==> src/include/fe_cfg_pkg.sv <==
`default_nettype none
package fe_cfg_pkg;
   // Register indices; byte address is four times the index
   localparam logic [5:0] IDX_PD_LOW = 6'h01;
   localparam logic [5:0] IDX_PD_HIGH = 6'h02;
   localparam logic [5:0] IDX_CLK_SRC = 6'h03;
   localparam logic [5:0] IDX_FILT_SEL = 6'h04;
   localparam logic [5:0] IDX_TUNE = 6'h05;
   localparam logic [5:0] IDX_GAIN = 6'h06;
   // Reset values
   localparam logic [7:0] RST_PD_LOW = 8'h00;
   localparam logic [7:0] RST_PD_HIGH = 8'h9f;
   localparam logic [7:0] RST_CLK_SRC = 8'h02;
   localparam logic [7:0] RST_FILT_SEL = 8'h01;
   localparam logic [7:0] RST_TUNE = 8'h80;
   localparam logic [7:0] RST_GAIN = 8'h00;
   // Power-down mask fields
   localparam int PD_LPF = 0;
   localparam int PD_ADC = 1;
   localparam int PD_REF = 2;
   localparam int PD_INTERP = 3;
   localparam int PD_DAC = 4;
   localparam int PD_TX_SYN = 5;
   localparam int PD_RX_SYN = 6;
   localparam int PD_REG = 7;
   // Clock source fields
   localparam int CS_L_LO = 0;
   localparam int CS_N_LO = 2;
   localparam int CS_M_LO = 4;
   localparam int CS_ADC_SRC = 6;
   localparam int CS_NEG_EDGE = 7;
   // Filter select fields
   localparam int FS_BYPASS = 0;
   localparam int FS_ONE_POLE = 1;
   localparam int FS_WIDE = 2;
   localparam int FS_FAST_ADC = 3;
   localparam int FS_HPF_BYP = 4;
   localparam int FS_OFS_CORR = 5;
   localparam int FS_CAL_BUSY = 6;
   localparam int FS_CAL_DIS = 7;
   // Gain fields and map
   localparam int GAIN_SRC = 5;
   localparam logic [4:0] GAIN_MAX_CODE = 5'h15;
   localparam logic signed [6:0] GAIN_WIDE_CAP_DB = 7'sd30;
   // Cutoff numerators and target offset
   localparam logic [7:0] CUT_NUM_LOW = 8'h40;
   localparam logic [7:0] CUT_NUM_HIGH = 8'h9e;
   localparam logic [8:0] TARGET_OFS = 9'h040;
   // Timing
   localparam longint CLK_PERIOD_NS = 4;
   localparam longint CAL_TIME_MS = 500;
   localparam longint CAL_PERIOD_MS = 2000;
   localparam longint CAL_CYCLES = CAL_TIME_MS * 64'd1000000 / CLK_PERIOD_NS;
   localparam longint CAL_PERIOD_CYCLES = CAL_PERIOD_MS * 64'd1000000 / CLK_PERIOD_NS;
endpackage
`default_nettype wire

==> src/design/fe_cfg_regs.sv <==
// Behaviour
// - Receive filter power-down bit disables and bypasses low-pass filter and coarse amp.
// - Converter power-down bit disables receive converter and fine gain amp.
// - Reference power-down bit disables internal reference; set it with external reference.
// - Interpolator power-down halts interpolators keeping contents; separate bit for DAC.
// - One bit powers down each synthesizer; its clock output goes high impedance.
// - Regulator power-down bit shuts the regulator controller off.
// - Transmit clocks from transmit synthesizer; receive clocks follow converter source.
// - Transmit multiplier code 00..11 means 1, 2, 4, 8.
// - Receive M codes 3,4,6 and N codes 2,4,1; half rate when non-multiplexed.
// - Source bit high: sample at half synthesizer rate; low takes receive clocks from transmit synthesizer.
// - Negative-edge bit makes transmit port capture on falling clock edge.
// - Cutoff is converter rate times 64 or 158 over target plus 64.
// - Filter bypass routes around the four-pole filter and powers it down.
// - Wideband selects higher cutoff and caps receive gain at 30 dB.
// - Writing one starts offset correction; bit reads one until done.
// - Read-only busy bit is high during the 500 ms filter calibration.
// - Calibrate at reset and every two seconds; disable bit; zero restarts.
// - Gain field resets to -6 dB and reads back the gain in force.
// - Gain source bit high: register sets gain; low: port lines with gain pin.
// - Gain is -6 dB plus 2 dB per code, split coarse and fine.
// - Power select pin low applies first mask, high applies second.
`default_nettype none
module fe_cfg_regs #(
   parameter longint CAL_CYCLES = fe_cfg_pkg::CAL_CYCLES,
   parameter longint CAL_PERIOD_CYCLES = fe_cfg_pkg::CAL_PERIOD_CYCLES
) (
   input wire logic pclk,
   input wire logic presetn,
   input wire logic soft_reset,
   input wire logic psel,
   input wire logic penable,
   input wire logic pwrite,
   input wire logic [7:0] paddr,
   input wire logic [31:0] pwdata,
   input wire logic [3:0] pstrb,
   output logic [31:0] prdata,
   output logic pready,
   output logic pslverr,
   input wire logic power_select_pin,
   input wire logic gain_pin,
   input wire logic [5:1] tx_port_lines,
   input wire logic rx_port_nonmux,
   input wire logic ofs_corr_done,
   output logic lpf_off,
   output logic lpf_route_around,
   output logic coarse_gain_amp_off,
   output logic converter_off,
   output logic fine_gain_amp_off,
   output logic rx_reference_off,
   output logic interp_halt,
   output logic tx_converter_off,
   output logic tx_synth_off,
   output logic rx_synth_off,
   output logic tx_clk_out_oe,
   output logic rx_clk_out_oe,
   output logic regulator_off,
   output logic rx_clk_from_tx_synth,
   output logic adc_clk_half_rx_synth,
   output logic [3:0] tx_mult_l,
   output logic [2:0] rx_mult_m,
   output logic [2:0] rx_div_n,
   output logic rx_synth_halve,
   output logic tx_capture_falling,
   output logic one_pole_en,
   output logic wideband_sel,
   output logic fast_adc_bias,
   output logic hpf_bypass,
   output logic [7:0] cutoff_num,
   output logic [8:0] cutoff_den,
   output logic lpf_cal_busy,
   output logic ofs_corr_start,
   output logic [4:0] gain_code,
   output logic signed [6:0] coarse_gain_amp_db,
   output logic signed [6:0] switched_cap_gain_amp_db,
   output logic signed [6:0] rx_gain_db
);

   if (CAL_CYCLES < 1 || CAL_CYCLES > 64'hffffffff) begin : g_chk_cal
      $error("CAL_CYCLES out of range");
   end
   if (CAL_PERIOD_CYCLES < 1 || CAL_PERIOD_CYCLES > 64'hffffffff) begin : g_chk_per
      $error("CAL_PERIOD_CYCLES out of range");
   end

   localparam logic [31:0] CAL_LAST = 32'(CAL_CYCLES - 1);
   localparam logic [31:0] PER_LAST = 32'(CAL_PERIOD_CYCLES - 1);

   ////////////////////////////////////////////////////////////////////////////////
   // Decode functions

   function automatic logic [4:0] clamp_gain(input logic [4:0] c);
      clamp_gain = (c > fe_cfg_pkg::GAIN_MAX_CODE) ? fe_cfg_pkg::GAIN_MAX_CODE : c;
   endfunction

   // Returns {coarse, fine} in dB
   function automatic logic [13:0] gain_split(input logic [4:0] c, input logic wide);
      logic signed [6:0] co;
      logic signed [6:0] fi;
      logic [4:0] k;
      co = -7'sd6;
      fi = 7'sd0;
      k = clamp_gain(c);
      if (k < 5'h06) begin
         co = -7'sd6;
         fi = 7'(k) <<< 1;
      end else if (k < 5'h12) begin
         co = 7'sd0;
         if (k >= 5'h09) co = 7'sd6;
         if (k >= 5'h0c) co = 7'sd12;
         if (k >= 5'h0f) co = 7'sd18;
         case (k)
            5'h06, 5'h09, 5'h0c, 5'h0f: fi = 7'sd6;
            5'h07, 5'h0a, 5'h0d, 5'h10: fi = 7'sd8;
            default: fi = 7'sd10;
         endcase
      end else if (wide) begin
         co = 7'sd18;
         fi = 7'sd12;
      end else begin
         co = 7'sd24;
         fi = 7'sd6 + (7'(k - 5'h12) <<< 1);
      end
      gain_split = {co, fi};
   endfunction

   function automatic logic [2:0] decode_m(input logic [1:0] f);
      case (f)
         2'b00: decode_m = 3'd3;
         2'b01: decode_m = 3'd4;
         default: decode_m = 3'd6;
      endcase
   endfunction

   function automatic logic [2:0] decode_n(input logic [1:0] f);
      case (f)
         2'b00: decode_n = 3'd2;
         2'b01: decode_n = 3'd4;
         default: decode_n = 3'd1;
      endcase
   endfunction

   ////////////////////////////////////////////////////////////////////////////////
   // Pin synchronisers: three stages, change accepted when last two agree

   logic [6:0] pin_s1_r;
   logic [6:0] pin_s2_r;
   logic [6:0] pin_s3_r;
   logic [6:0] pin_f_r;

   always_ff @(posedge pclk or negedge presetn) begin
      if (!presetn) begin
         pin_s1_r <= 7'h00;
         pin_s2_r <= 7'h00;
         pin_s3_r <= 7'h00;
         pin_f_r <= 7'h00;
      end else begin
         pin_s1_r <= {power_select_pin, gain_pin, tx_port_lines};
         pin_s2_r <= pin_s1_r;
         pin_s3_r <= pin_s2_r;
         for (int i = 0; i < 7; i++) begin
            if (pin_s2_r[i] == pin_s3_r[i]) pin_f_r[i] <= pin_s3_r[i];
         end
      end
   end

   logic [4:0] pin_gain_lines;
   logic pin_gain_load;
   logic pin_pwr_sel;
   assign pin_gain_lines = pin_f_r[4:0];
   assign pin_gain_load = pin_f_r[5];
   assign pin_pwr_sel = pin_f_r[6];

   ////////////////////////////////////////////////////////////////////////////////
   // APB slave: one wait state, answer registered

   logic [5:0] idx;
   logic access;
   logic wr_fire;
   assign idx = paddr[7:2];
   assign access = psel && penable;
   assign wr_fire = access && pready && pwrite && pstrb[0] && !pslverr;

   logic [7:0] pd_low_r;
   logic [7:0] pd_high_r;
   logic [7:0] clk_src_r;
   logic [7:0] filt_sel_r;
   logic [7:0] tune_r;
   logic gain_src_r;
   logic [4:0] gain_code_r;
   logic ofs_busy_r;
   logic cal_busy_r;
   logic cal_dis_r;

   logic [7:0] rd_byte;
   logic unmapped;

   always_comb begin
      rd_byte = 8'h00;
      unmapped = 1'b0;
      if (paddr[1:0] != 2'b00) begin
         unmapped = 1'b1;
      end else if (idx == fe_cfg_pkg::IDX_PD_LOW) begin
         rd_byte = pd_low_r;
      end else if (idx == fe_cfg_pkg::IDX_PD_HIGH) begin
         rd_byte = pd_high_r;
      end else if (idx == fe_cfg_pkg::IDX_CLK_SRC) begin
         rd_byte = clk_src_r;
      end else if (idx == fe_cfg_pkg::IDX_FILT_SEL) begin
         rd_byte = filt_sel_r;
         rd_byte[fe_cfg_pkg::FS_OFS_CORR] = ofs_busy_r;
         rd_byte[fe_cfg_pkg::FS_CAL_BUSY] = cal_busy_r;
         rd_byte[fe_cfg_pkg::FS_CAL_DIS] = cal_dis_r;
      end else if (idx == fe_cfg_pkg::IDX_TUNE) begin
         rd_byte = tune_r;
      end else if (idx == fe_cfg_pkg::IDX_GAIN) begin
         rd_byte = {2'b00, gain_src_r, gain_code_r};
      end else begin
         unmapped = 1'b1;
      end
   end

   always_ff @(posedge pclk or negedge presetn) begin
      if (!presetn) begin
         pready <= 1'b0;
         prdata <= 32'h0000_0000;
         pslverr <= 1'b0;
      end else if (access && !pready) begin
         pready <= 1'b1;
         prdata <= (pwrite || unmapped) ? 32'h0000_0000 : {24'h00_0000, rd_byte};
         pslverr <= unmapped;
      end else begin
         pready <= 1'b0;
         pslverr <= 1'b0;
      end
   end

   ////////////////////////////////////////////////////////////////////////////////
   // Plain configuration registers

   always_ff @(posedge pclk or negedge presetn) begin
      if (!presetn) begin
         pd_low_r <= fe_cfg_pkg::RST_PD_LOW;
         pd_high_r <= fe_cfg_pkg::RST_PD_HIGH;
         clk_src_r <= fe_cfg_pkg::RST_CLK_SRC;
         filt_sel_r <= fe_cfg_pkg::RST_FILT_SEL;
         tune_r <= fe_cfg_pkg::RST_TUNE;
      end else if (soft_reset) begin
         pd_low_r <= fe_cfg_pkg::RST_PD_LOW;
         pd_high_r <= fe_cfg_pkg::RST_PD_HIGH;
         clk_src_r <= fe_cfg_pkg::RST_CLK_SRC;
         filt_sel_r <= fe_cfg_pkg::RST_FILT_SEL;
         tune_r <= fe_cfg_pkg::RST_TUNE;
      end else if (wr_fire) begin
         if (idx == fe_cfg_pkg::IDX_PD_LOW) begin
            pd_low_r <= pwdata[7:0];
         end else if (idx == fe_cfg_pkg::IDX_PD_HIGH) begin
            pd_high_r <= pwdata[7:0];
         end else if (idx == fe_cfg_pkg::IDX_CLK_SRC) begin
            clk_src_r <= pwdata[7:0];
         end else if (idx == fe_cfg_pkg::IDX_FILT_SEL) begin
            filt_sel_r <= {3'b000, pwdata[4:0]};
         end else if (idx == fe_cfg_pkg::IDX_TUNE) begin
            tune_r <= pwdata[7:0];
         end
      end
   end

   ////////////////////////////////////////////////////////////////////////////////
   // Gain: register or pin loaded, always reads the value in force

   logic wr_gain;
   assign wr_gain = wr_fire && (idx == fe_cfg_pkg::IDX_GAIN);

   always_ff @(posedge pclk or negedge presetn) begin
      if (!presetn) begin
         gain_src_r <= fe_cfg_pkg::RST_GAIN[fe_cfg_pkg::GAIN_SRC];
         gain_code_r <= fe_cfg_pkg::RST_GAIN[4:0];
      end else if (soft_reset) begin
         gain_src_r <= fe_cfg_pkg::RST_GAIN[fe_cfg_pkg::GAIN_SRC];
         gain_code_r <= fe_cfg_pkg::RST_GAIN[4:0];
      end else if (wr_gain) begin
         gain_src_r <= pwdata[fe_cfg_pkg::GAIN_SRC];
         if (pwdata[fe_cfg_pkg::GAIN_SRC]) gain_code_r <= clamp_gain(pwdata[4:0]);
      end else if (!gain_src_r && pin_gain_load) begin
         gain_code_r <= clamp_gain(pin_gain_lines);
      end
   end

   ////////////////////////////////////////////////////////////////////////////////
   // Offset correction: set by write wins over completion

   logic ofs_wr;
   assign ofs_wr = wr_fire && (idx == fe_cfg_pkg::IDX_FILT_SEL) && pwdata[fe_cfg_pkg::FS_OFS_CORR];

   always_ff @(posedge pclk or negedge presetn) begin
      if (!presetn) begin
         ofs_busy_r <= 1'b0;
         ofs_corr_start <= 1'b0;
      end else if (soft_reset) begin
         ofs_busy_r <= 1'b0;
         ofs_corr_start <= 1'b0;
      end else begin
         ofs_corr_start <= ofs_wr;
         if (ofs_wr) ofs_busy_r <= 1'b1;
         else if (ofs_corr_done) ofs_busy_r <= 1'b0;
      end
   end

   ////////////////////////////////////////////////////////////////////////////////
   // Filter calibration scheduler

   logic [31:0] cal_cnt_r;
   logic [31:0] per_cnt_r;
   logic cal_wr;
   logic cal_kick;
   assign cal_wr = wr_fire && (idx == fe_cfg_pkg::IDX_FILT_SEL);
   assign cal_kick = (cal_wr && !pwdata[fe_cfg_pkg::FS_CAL_DIS])
                     || (!cal_dis_r && !cal_busy_r && per_cnt_r == PER_LAST);

   always_ff @(posedge pclk or negedge presetn) begin
      if (!presetn) begin
         cal_dis_r <= 1'b0;
      end else if (soft_reset) begin
         cal_dis_r <= 1'b0;
      end else if (cal_wr) begin
         cal_dis_r <= pwdata[fe_cfg_pkg::FS_CAL_DIS];
      end
   end

   // Busy starts at reset, so a calibration runs right after it
   always_ff @(posedge pclk or negedge presetn) begin
      if (!presetn) begin
         cal_busy_r <= 1'b1;
         cal_cnt_r <= 32'h0000_0000;
      end else if (soft_reset) begin
         cal_busy_r <= 1'b1;
         cal_cnt_r <= 32'h0000_0000;
      end else if (cal_kick) begin
         cal_busy_r <= 1'b1;
         cal_cnt_r <= 32'h0000_0000;
      end else if (cal_busy_r) begin
         if (cal_cnt_r == CAL_LAST) begin
            cal_busy_r <= 1'b0;
            cal_cnt_r <= 32'h0000_0000;
         end else begin
            cal_cnt_r <= cal_cnt_r + 32'h0000_0001;
         end
      end
   end

   // Period counts from the end of one calibration to the start of the next
   always_ff @(posedge pclk or negedge presetn) begin
      if (!presetn) begin
         per_cnt_r <= 32'h0000_0000;
      end else if (soft_reset || cal_busy_r || cal_dis_r || cal_kick) begin
         per_cnt_r <= 32'h0000_0000;
      end else begin
         per_cnt_r <= per_cnt_r + 32'h0000_0001;
      end
   end

   ////////////////////////////////////////////////////////////////////////////////
   // Registered control outputs

   logic [7:0] pd_mask;
   logic [13:0] split;
   assign pd_mask = pin_pwr_sel ? pd_high_r : pd_low_r;
   assign split = gain_split(gain_code_r, filt_sel_r[fe_cfg_pkg::FS_WIDE]);

   always_ff @(posedge pclk or negedge presetn) begin
      if (!presetn) begin
         lpf_off <= 1'b0;
         lpf_route_around <= 1'b0;
         coarse_gain_amp_off <= 1'b0;
         converter_off <= 1'b0;
         fine_gain_amp_off <= 1'b0;
         rx_reference_off <= 1'b0;
         interp_halt <= 1'b0;
         tx_converter_off <= 1'b0;
         tx_synth_off <= 1'b0;
         rx_synth_off <= 1'b0;
         tx_clk_out_oe <= 1'b1;
         rx_clk_out_oe <= 1'b1;
         regulator_off <= 1'b0;
      end else begin
         lpf_off <= pd_mask[fe_cfg_pkg::PD_LPF]
                    || filt_sel_r[fe_cfg_pkg::FS_BYPASS];
         lpf_route_around <= pd_mask[fe_cfg_pkg::PD_LPF]
                             || filt_sel_r[fe_cfg_pkg::FS_BYPASS];
         coarse_gain_amp_off <= pd_mask[fe_cfg_pkg::PD_LPF];
         converter_off <= pd_mask[fe_cfg_pkg::PD_ADC];
         fine_gain_amp_off <= pd_mask[fe_cfg_pkg::PD_ADC];
         rx_reference_off <= pd_mask[fe_cfg_pkg::PD_REF];
         interp_halt <= pd_mask[fe_cfg_pkg::PD_INTERP];
         tx_converter_off <= pd_mask[fe_cfg_pkg::PD_DAC];
         tx_synth_off <= pd_mask[fe_cfg_pkg::PD_TX_SYN];
         rx_synth_off <= pd_mask[fe_cfg_pkg::PD_RX_SYN];
         tx_clk_out_oe <= !pd_mask[fe_cfg_pkg::PD_TX_SYN];
         rx_clk_out_oe <= !pd_mask[fe_cfg_pkg::PD_RX_SYN];
         regulator_off <= pd_mask[fe_cfg_pkg::PD_REG];
      end
   end

   always_ff @(posedge pclk or negedge presetn) begin
      if (!presetn) begin
         rx_clk_from_tx_synth <= 1'b1;
         adc_clk_half_rx_synth <= 1'b0;
         tx_mult_l <= 4'h1;
         rx_mult_m <= 3'd3;
         rx_div_n <= 3'd2;
         rx_synth_halve <= 1'b0;
         tx_capture_falling <= 1'b0;
      end else begin
         rx_clk_from_tx_synth <= !clk_src_r[fe_cfg_pkg::CS_ADC_SRC];
         adc_clk_half_rx_synth <= clk_src_r[fe_cfg_pkg::CS_ADC_SRC];
         tx_mult_l <= 4'h1 << clk_src_r[fe_cfg_pkg::CS_L_LO +: 2];
         rx_mult_m <= decode_m(clk_src_r[fe_cfg_pkg::CS_M_LO +: 2]);
         rx_div_n <= decode_n(clk_src_r[fe_cfg_pkg::CS_N_LO +: 2]);
         rx_synth_halve <= rx_port_nonmux;
         tx_capture_falling <= clk_src_r[fe_cfg_pkg::CS_NEG_EDGE];
      end
   end

   always_ff @(posedge pclk or negedge presetn) begin
      if (!presetn) begin
         one_pole_en <= 1'b0;
         wideband_sel <= 1'b0;
         fast_adc_bias <= 1'b0;
         hpf_bypass <= 1'b0;
         cutoff_num <= fe_cfg_pkg::CUT_NUM_LOW;
         cutoff_den <= fe_cfg_pkg::TARGET_OFS;
         lpf_cal_busy <= 1'b0;
         gain_code <= 5'h00;
         coarse_gain_amp_db <= -7'sd6;
         switched_cap_gain_amp_db <= 7'sd0;
         rx_gain_db <= -7'sd6;
      end else begin
         one_pole_en <= filt_sel_r[fe_cfg_pkg::FS_ONE_POLE];
         wideband_sel <= filt_sel_r[fe_cfg_pkg::FS_WIDE];
         fast_adc_bias <= filt_sel_r[fe_cfg_pkg::FS_FAST_ADC];
         hpf_bypass <= filt_sel_r[fe_cfg_pkg::FS_HPF_BYP];
         cutoff_num <= filt_sel_r[fe_cfg_pkg::FS_WIDE] ? fe_cfg_pkg::CUT_NUM_HIGH
                                                      : fe_cfg_pkg::CUT_NUM_LOW;
         cutoff_den <= {1'b0, tune_r} + fe_cfg_pkg::TARGET_OFS;
         lpf_cal_busy <= cal_busy_r;
         gain_code <= gain_code_r;
         coarse_gain_amp_db <= split[13:7];
         switched_cap_gain_amp_db <= split[6:0];
         rx_gain_db <= $signed(split[13:7]) + $signed(split[6:0]);
      end
   end

endmodule
`default_nettype wire

==> config.mk <==
export PLATFORM = sky130hd
export DESIGN_NAME = fe_cfg_regs
export DESIGN_NICKNAME = d
export VERILOG_FILES = /design/src/include/fe_cfg_pkg.sv /design/src/design/fe_cfg_regs.sv
export SDC_FILE = /design/constraint.sdc
export NUM_CORES = 1
export LEC_CHECK = 0
export BUFFER_PORTS_ARGS = -buffer_cell sky130_fd_sc_hd__buf_4
export CELL_PAD_IN_SITES_DETAIL_PLACEMENT = 0
export CELL_PAD_IN_SITES_GLOBAL_PLACEMENT = 2
export CORE_MARGIN = 2
export CORE_UTILIZATION = 36
export DETAILED_ROUTE_END_ITERATION = 8
export GPL_ROUTABILITY_DRIVEN = 0
export PLACE_DENSITY = 0.76
export SETUP_SLACK_MARGIN = 0.5
export SYNTH_ARGS = -nofsm -noshare
export SYNTH_HDL_FRONTEND = slang
export SYNTH_SLANG_ARGS = --single-unit
==> constraint.sdc <==
create_clock -name pclk -period 3.6 [get_ports pclk]
set_clock_uncertainty 0.05 [all_clocks]
set_input_delay 0.36 -clock pclk [delete_from_list [all_inputs] [get_ports pclk]]
set_output_delay 0.36 -clock pclk [all_outputs]
set_load 0.05 [all_outputs]
==> impl_results.md <==
* # IOs at between 150 and 200
* Initial antenna violation count at 0
* Area of the multi-input gates at around 4200 sq um
* Number of global-route vias before repair at 6936
* Clk root buf: clkbuf_16
* Arr. time, crit path at 3330 ps
* RSZ-0062 raised after global routing: no
* Static leakage at around 0.0053 uW
* Worst setup EP type: register
* Slew headroom at about two fifths
* Die Area at 28900 sq um
* Cell Pwr Density at roughly 520 nW/um^2
* Worst-Skew Late Latency at 520 ps
* Syn Inst Count at 924
* CORE AREA at 27000 sq um
* Setup TNS at 0 ps
* Buf/Inv on CP at 2
* Largest net degree at the start of global routing at around 110
* CTS tree: built
* Largest stage delay, worst path at 450 ps
* Fin nets at 1124
* Vias/cell at 5.05
* Critical path required time at around 4000 ps
* Register area at approximately 5300 sq um
* Die height at 170 um
* Synth Area per Inst at 10.7 sq um
* F_max at 339 MHz
* CTS clk-pin slew, worst paths at 60 ps
* Initial drt markers at 449
* Max VDD drop at 316 uV
* CP max stage cell: dfrtp_2
* Final Hold Viols at 0
* Worst-Margin Slew at ~890 ps
* H-tree depth at 1
* Remaining Overflow, GRT at 0
* Sequential area share after synthesis at 53.7%
* Final Setup Violations at 0
* Initial Utilization at 36.7%
* DRT Pass-1 Iters at 4
* Area Overhead vs Synth at 22.4%
* HPWL after DPL at 16000 um
* Max FO, Critical Path at 5
* Layout cells sized above 1 at 24.5%
* Top FF cell, synth: dfrtp_1
* FF+latch count, synth at roughly 210
* DR DRC count at 0
* First-pass GRT wire length at 38600 um
* Warnings, synthesis at 0
* Routed WL per cell at roughly 17 um
* TritonCTS buffer count at 25
* # rows at 60
* Fillers at 2613
* Worst hold path class: in -> reg
* Post-route ant nets at 0
* Tightest hold margin at 59.1 ps
* Vias at 7103
* Post-synth EDFFs at 0
* Crit path time final at slightly below 3000 ps
* Final wirelength at about 24000 um
* Ys async rst share at between 90% and 100%
* Mapped cell area at 9900 sq um
* Final Cycle Share at 81.8%
* Overall Global Routing Usage at between 10% and 20%
* Largest buffer count on any clock path at 3
* Max Cap Viol at 0
* CP top delay family: compound AO/OA/AOI/OAI gates
* TritonCTS Sinks at 211
* Max-slew violation count at 0
* Die width at 170 um
* Antenna fix cells at 0
* Reg2reg setup slack at 650 ps
* Count of cell types in the netlist at 65
* Critical path startpoint category: register
* Port Buffer Count at between 100 and 150
* CP cell instances: a21o_1 > a21oi_2 > inv_2 > ha_2 > a22o_1 > a211oi_2 > inv_1 > o21a_1 > ha_2 > fa_2 > a21o_1 > a21oi_2 > xor2_1
* Kind of critical path: reg -> reg
* Outcome: finished clean
## layout make-up
class / count / area share [%]
Timing Repair Buffer: 150 / 9.76
Clock inverter: 18 / 2.31
Sequential cell: 211 / 43.9
Tap cell: 341 / 3.52
Inverter: 24 / 0.743
Clock buffer: 27 / 5.22
Multi-Input combinational cell: 636 / 34.6
## worst register-to-register path, delay by kind of cell (launching register included)
family / cells / cell delay, ps
compound gates: 7 / 1330
xor+xnor: 1 / 150
fa+ha+maj: 3 / 720
buf+inv: 2 / 170
flops: 1 / 450
## stage by stage
stage	instances	cell area [sq um]	power [uW]	utilization [%]	worst slack, ps
floorplan	952	10000	3210	-	514
global placement	1344	11000	3480	40.8	292
detailed placement	1344	11000	3480	40.8	192
CTS	1403	12100	6330	44.8	537
global route	1407	12100	6520	45.0	492
finish	1407	12100	6270	45.0	654
## state kept, by name (all words and copies together) (netlist names), 4 cells and up
register                  flops
cal_cnt_r                    32
clk_src_r                     8
coarse_gain_amp_db            5
cutoff_den                    9
filt_sel_r                    5
gain_code                     5
gain_code_r                   5
pd_high_r                     8
pd_low_r                      8
per_cnt_r                    32
pin_f_r                       7
pin_s1_r                      7
pin_s2_r                      7
pin_s3_r                      7
prdata                        8
rx_gain_db                    6
switched_cap_gain_amp_db      6
tune_r                        8
tx_mult_l                     4
## worst paths after layout
kind / startpoint / endpoint / cells past startpoint
max reg2reg: gain_code_r[3] / rx_gain_db[5] / 13
min reg2reg: pin_s1_r[3] / pin_s2_r[3] / 0
max: gain_code_r[3] / rx_gain_db[5] / 13
min: ofs_corr_done / ofs_busy_r / 3
max in group asynchronous: presetn / cutoff_den[6] / 3
min in group asynchronous: presetn / pin_s3_r[6] / 2
## where the power goes
part	total [uW]	switching [uW]	internal (uW)
combinational	934	639	294
clock	2790	1010	1780
sequential	2550	48.6	2500
total	6270	1700	4570
## cell families (layout without fill, tap and decap cells)
kind of cell	after synthesis	in the layout	share of synthesized area (%)
xor gates and xnor gates	51	51	4.51
muxes	59	59	6.11
and+or+nand+nor	354	354	19.3
adders and majority gates	24	24	2.93
DFF	211	211	53.7
other	1	29	0.0379
buffers and inverters	105	219	5.52
AOI/OAI and AO/OA	119	119	7.87
## what timing repair did
| action | CTS | global route |
|---|---|---|
| hold buffers | 9 | 0 |
| pin swaps | 3 | 4 |
| resized for setup | 10 | 10 |
| setup buffers | 5 | 4 |
| endpoints found under the hold margin | 87 | 0 |
| setup endpoints to repair | 3 | 3 |
| gates cloned | 0 | 0 |
## metal layers
| layer | global-route usage (%) | up-vias | share of wire [%] |
|---|---|---|---|
| li1 | - | 3422 | - |
| met1 | 23.7 | 3486 | 48 |
| met2 | 26.7 | 165 | 45 |
| met3 | 2.56 | 30 | 5.3 |
| met4 | 3.83 | 0 | 1.6 |
| met5 | 0 | - | 0 |
## placed cells by master (no fill, tap or decap), types with 9 or more instances in the layout
cell type,n
a211o_1,9
a21oi_1,43
and3_1,17
buf_4,137
clkbuf_16,25
conb_1,29
dfrtp_1,180
dfstp_2,28
dlygate4sd3_1,9
ha_1,13
inv_1,22
mux2_2,11
mux2i_1,47
nand2_1,48
nand3_1,38
nand4_1,23
nor2_1,115
nor2b_1,16
nor3_1,14
nor4_1,15
o21ai_0,18
xnor2_1,35
xor2_1,16
## cells in the mapped netlist, drive strengths merged, types with 20 or more instances
cell,number,share of area [%]
inv,24,0.91
a21oi,47,2.4
buf,49,3.4
o21ai,20,1.0
mux2i,47,4.8
nand3,38,1.9
dfstp,28,7.4
clkbuf,32,1.2
nand4,23,1.5
nor4,20,1.8
nand2,49,1.9
dfrtp,183,46
xnor2,35,3.1
nor2,115,4.4
Note: power is estimated with default switching activity, not from simulation.
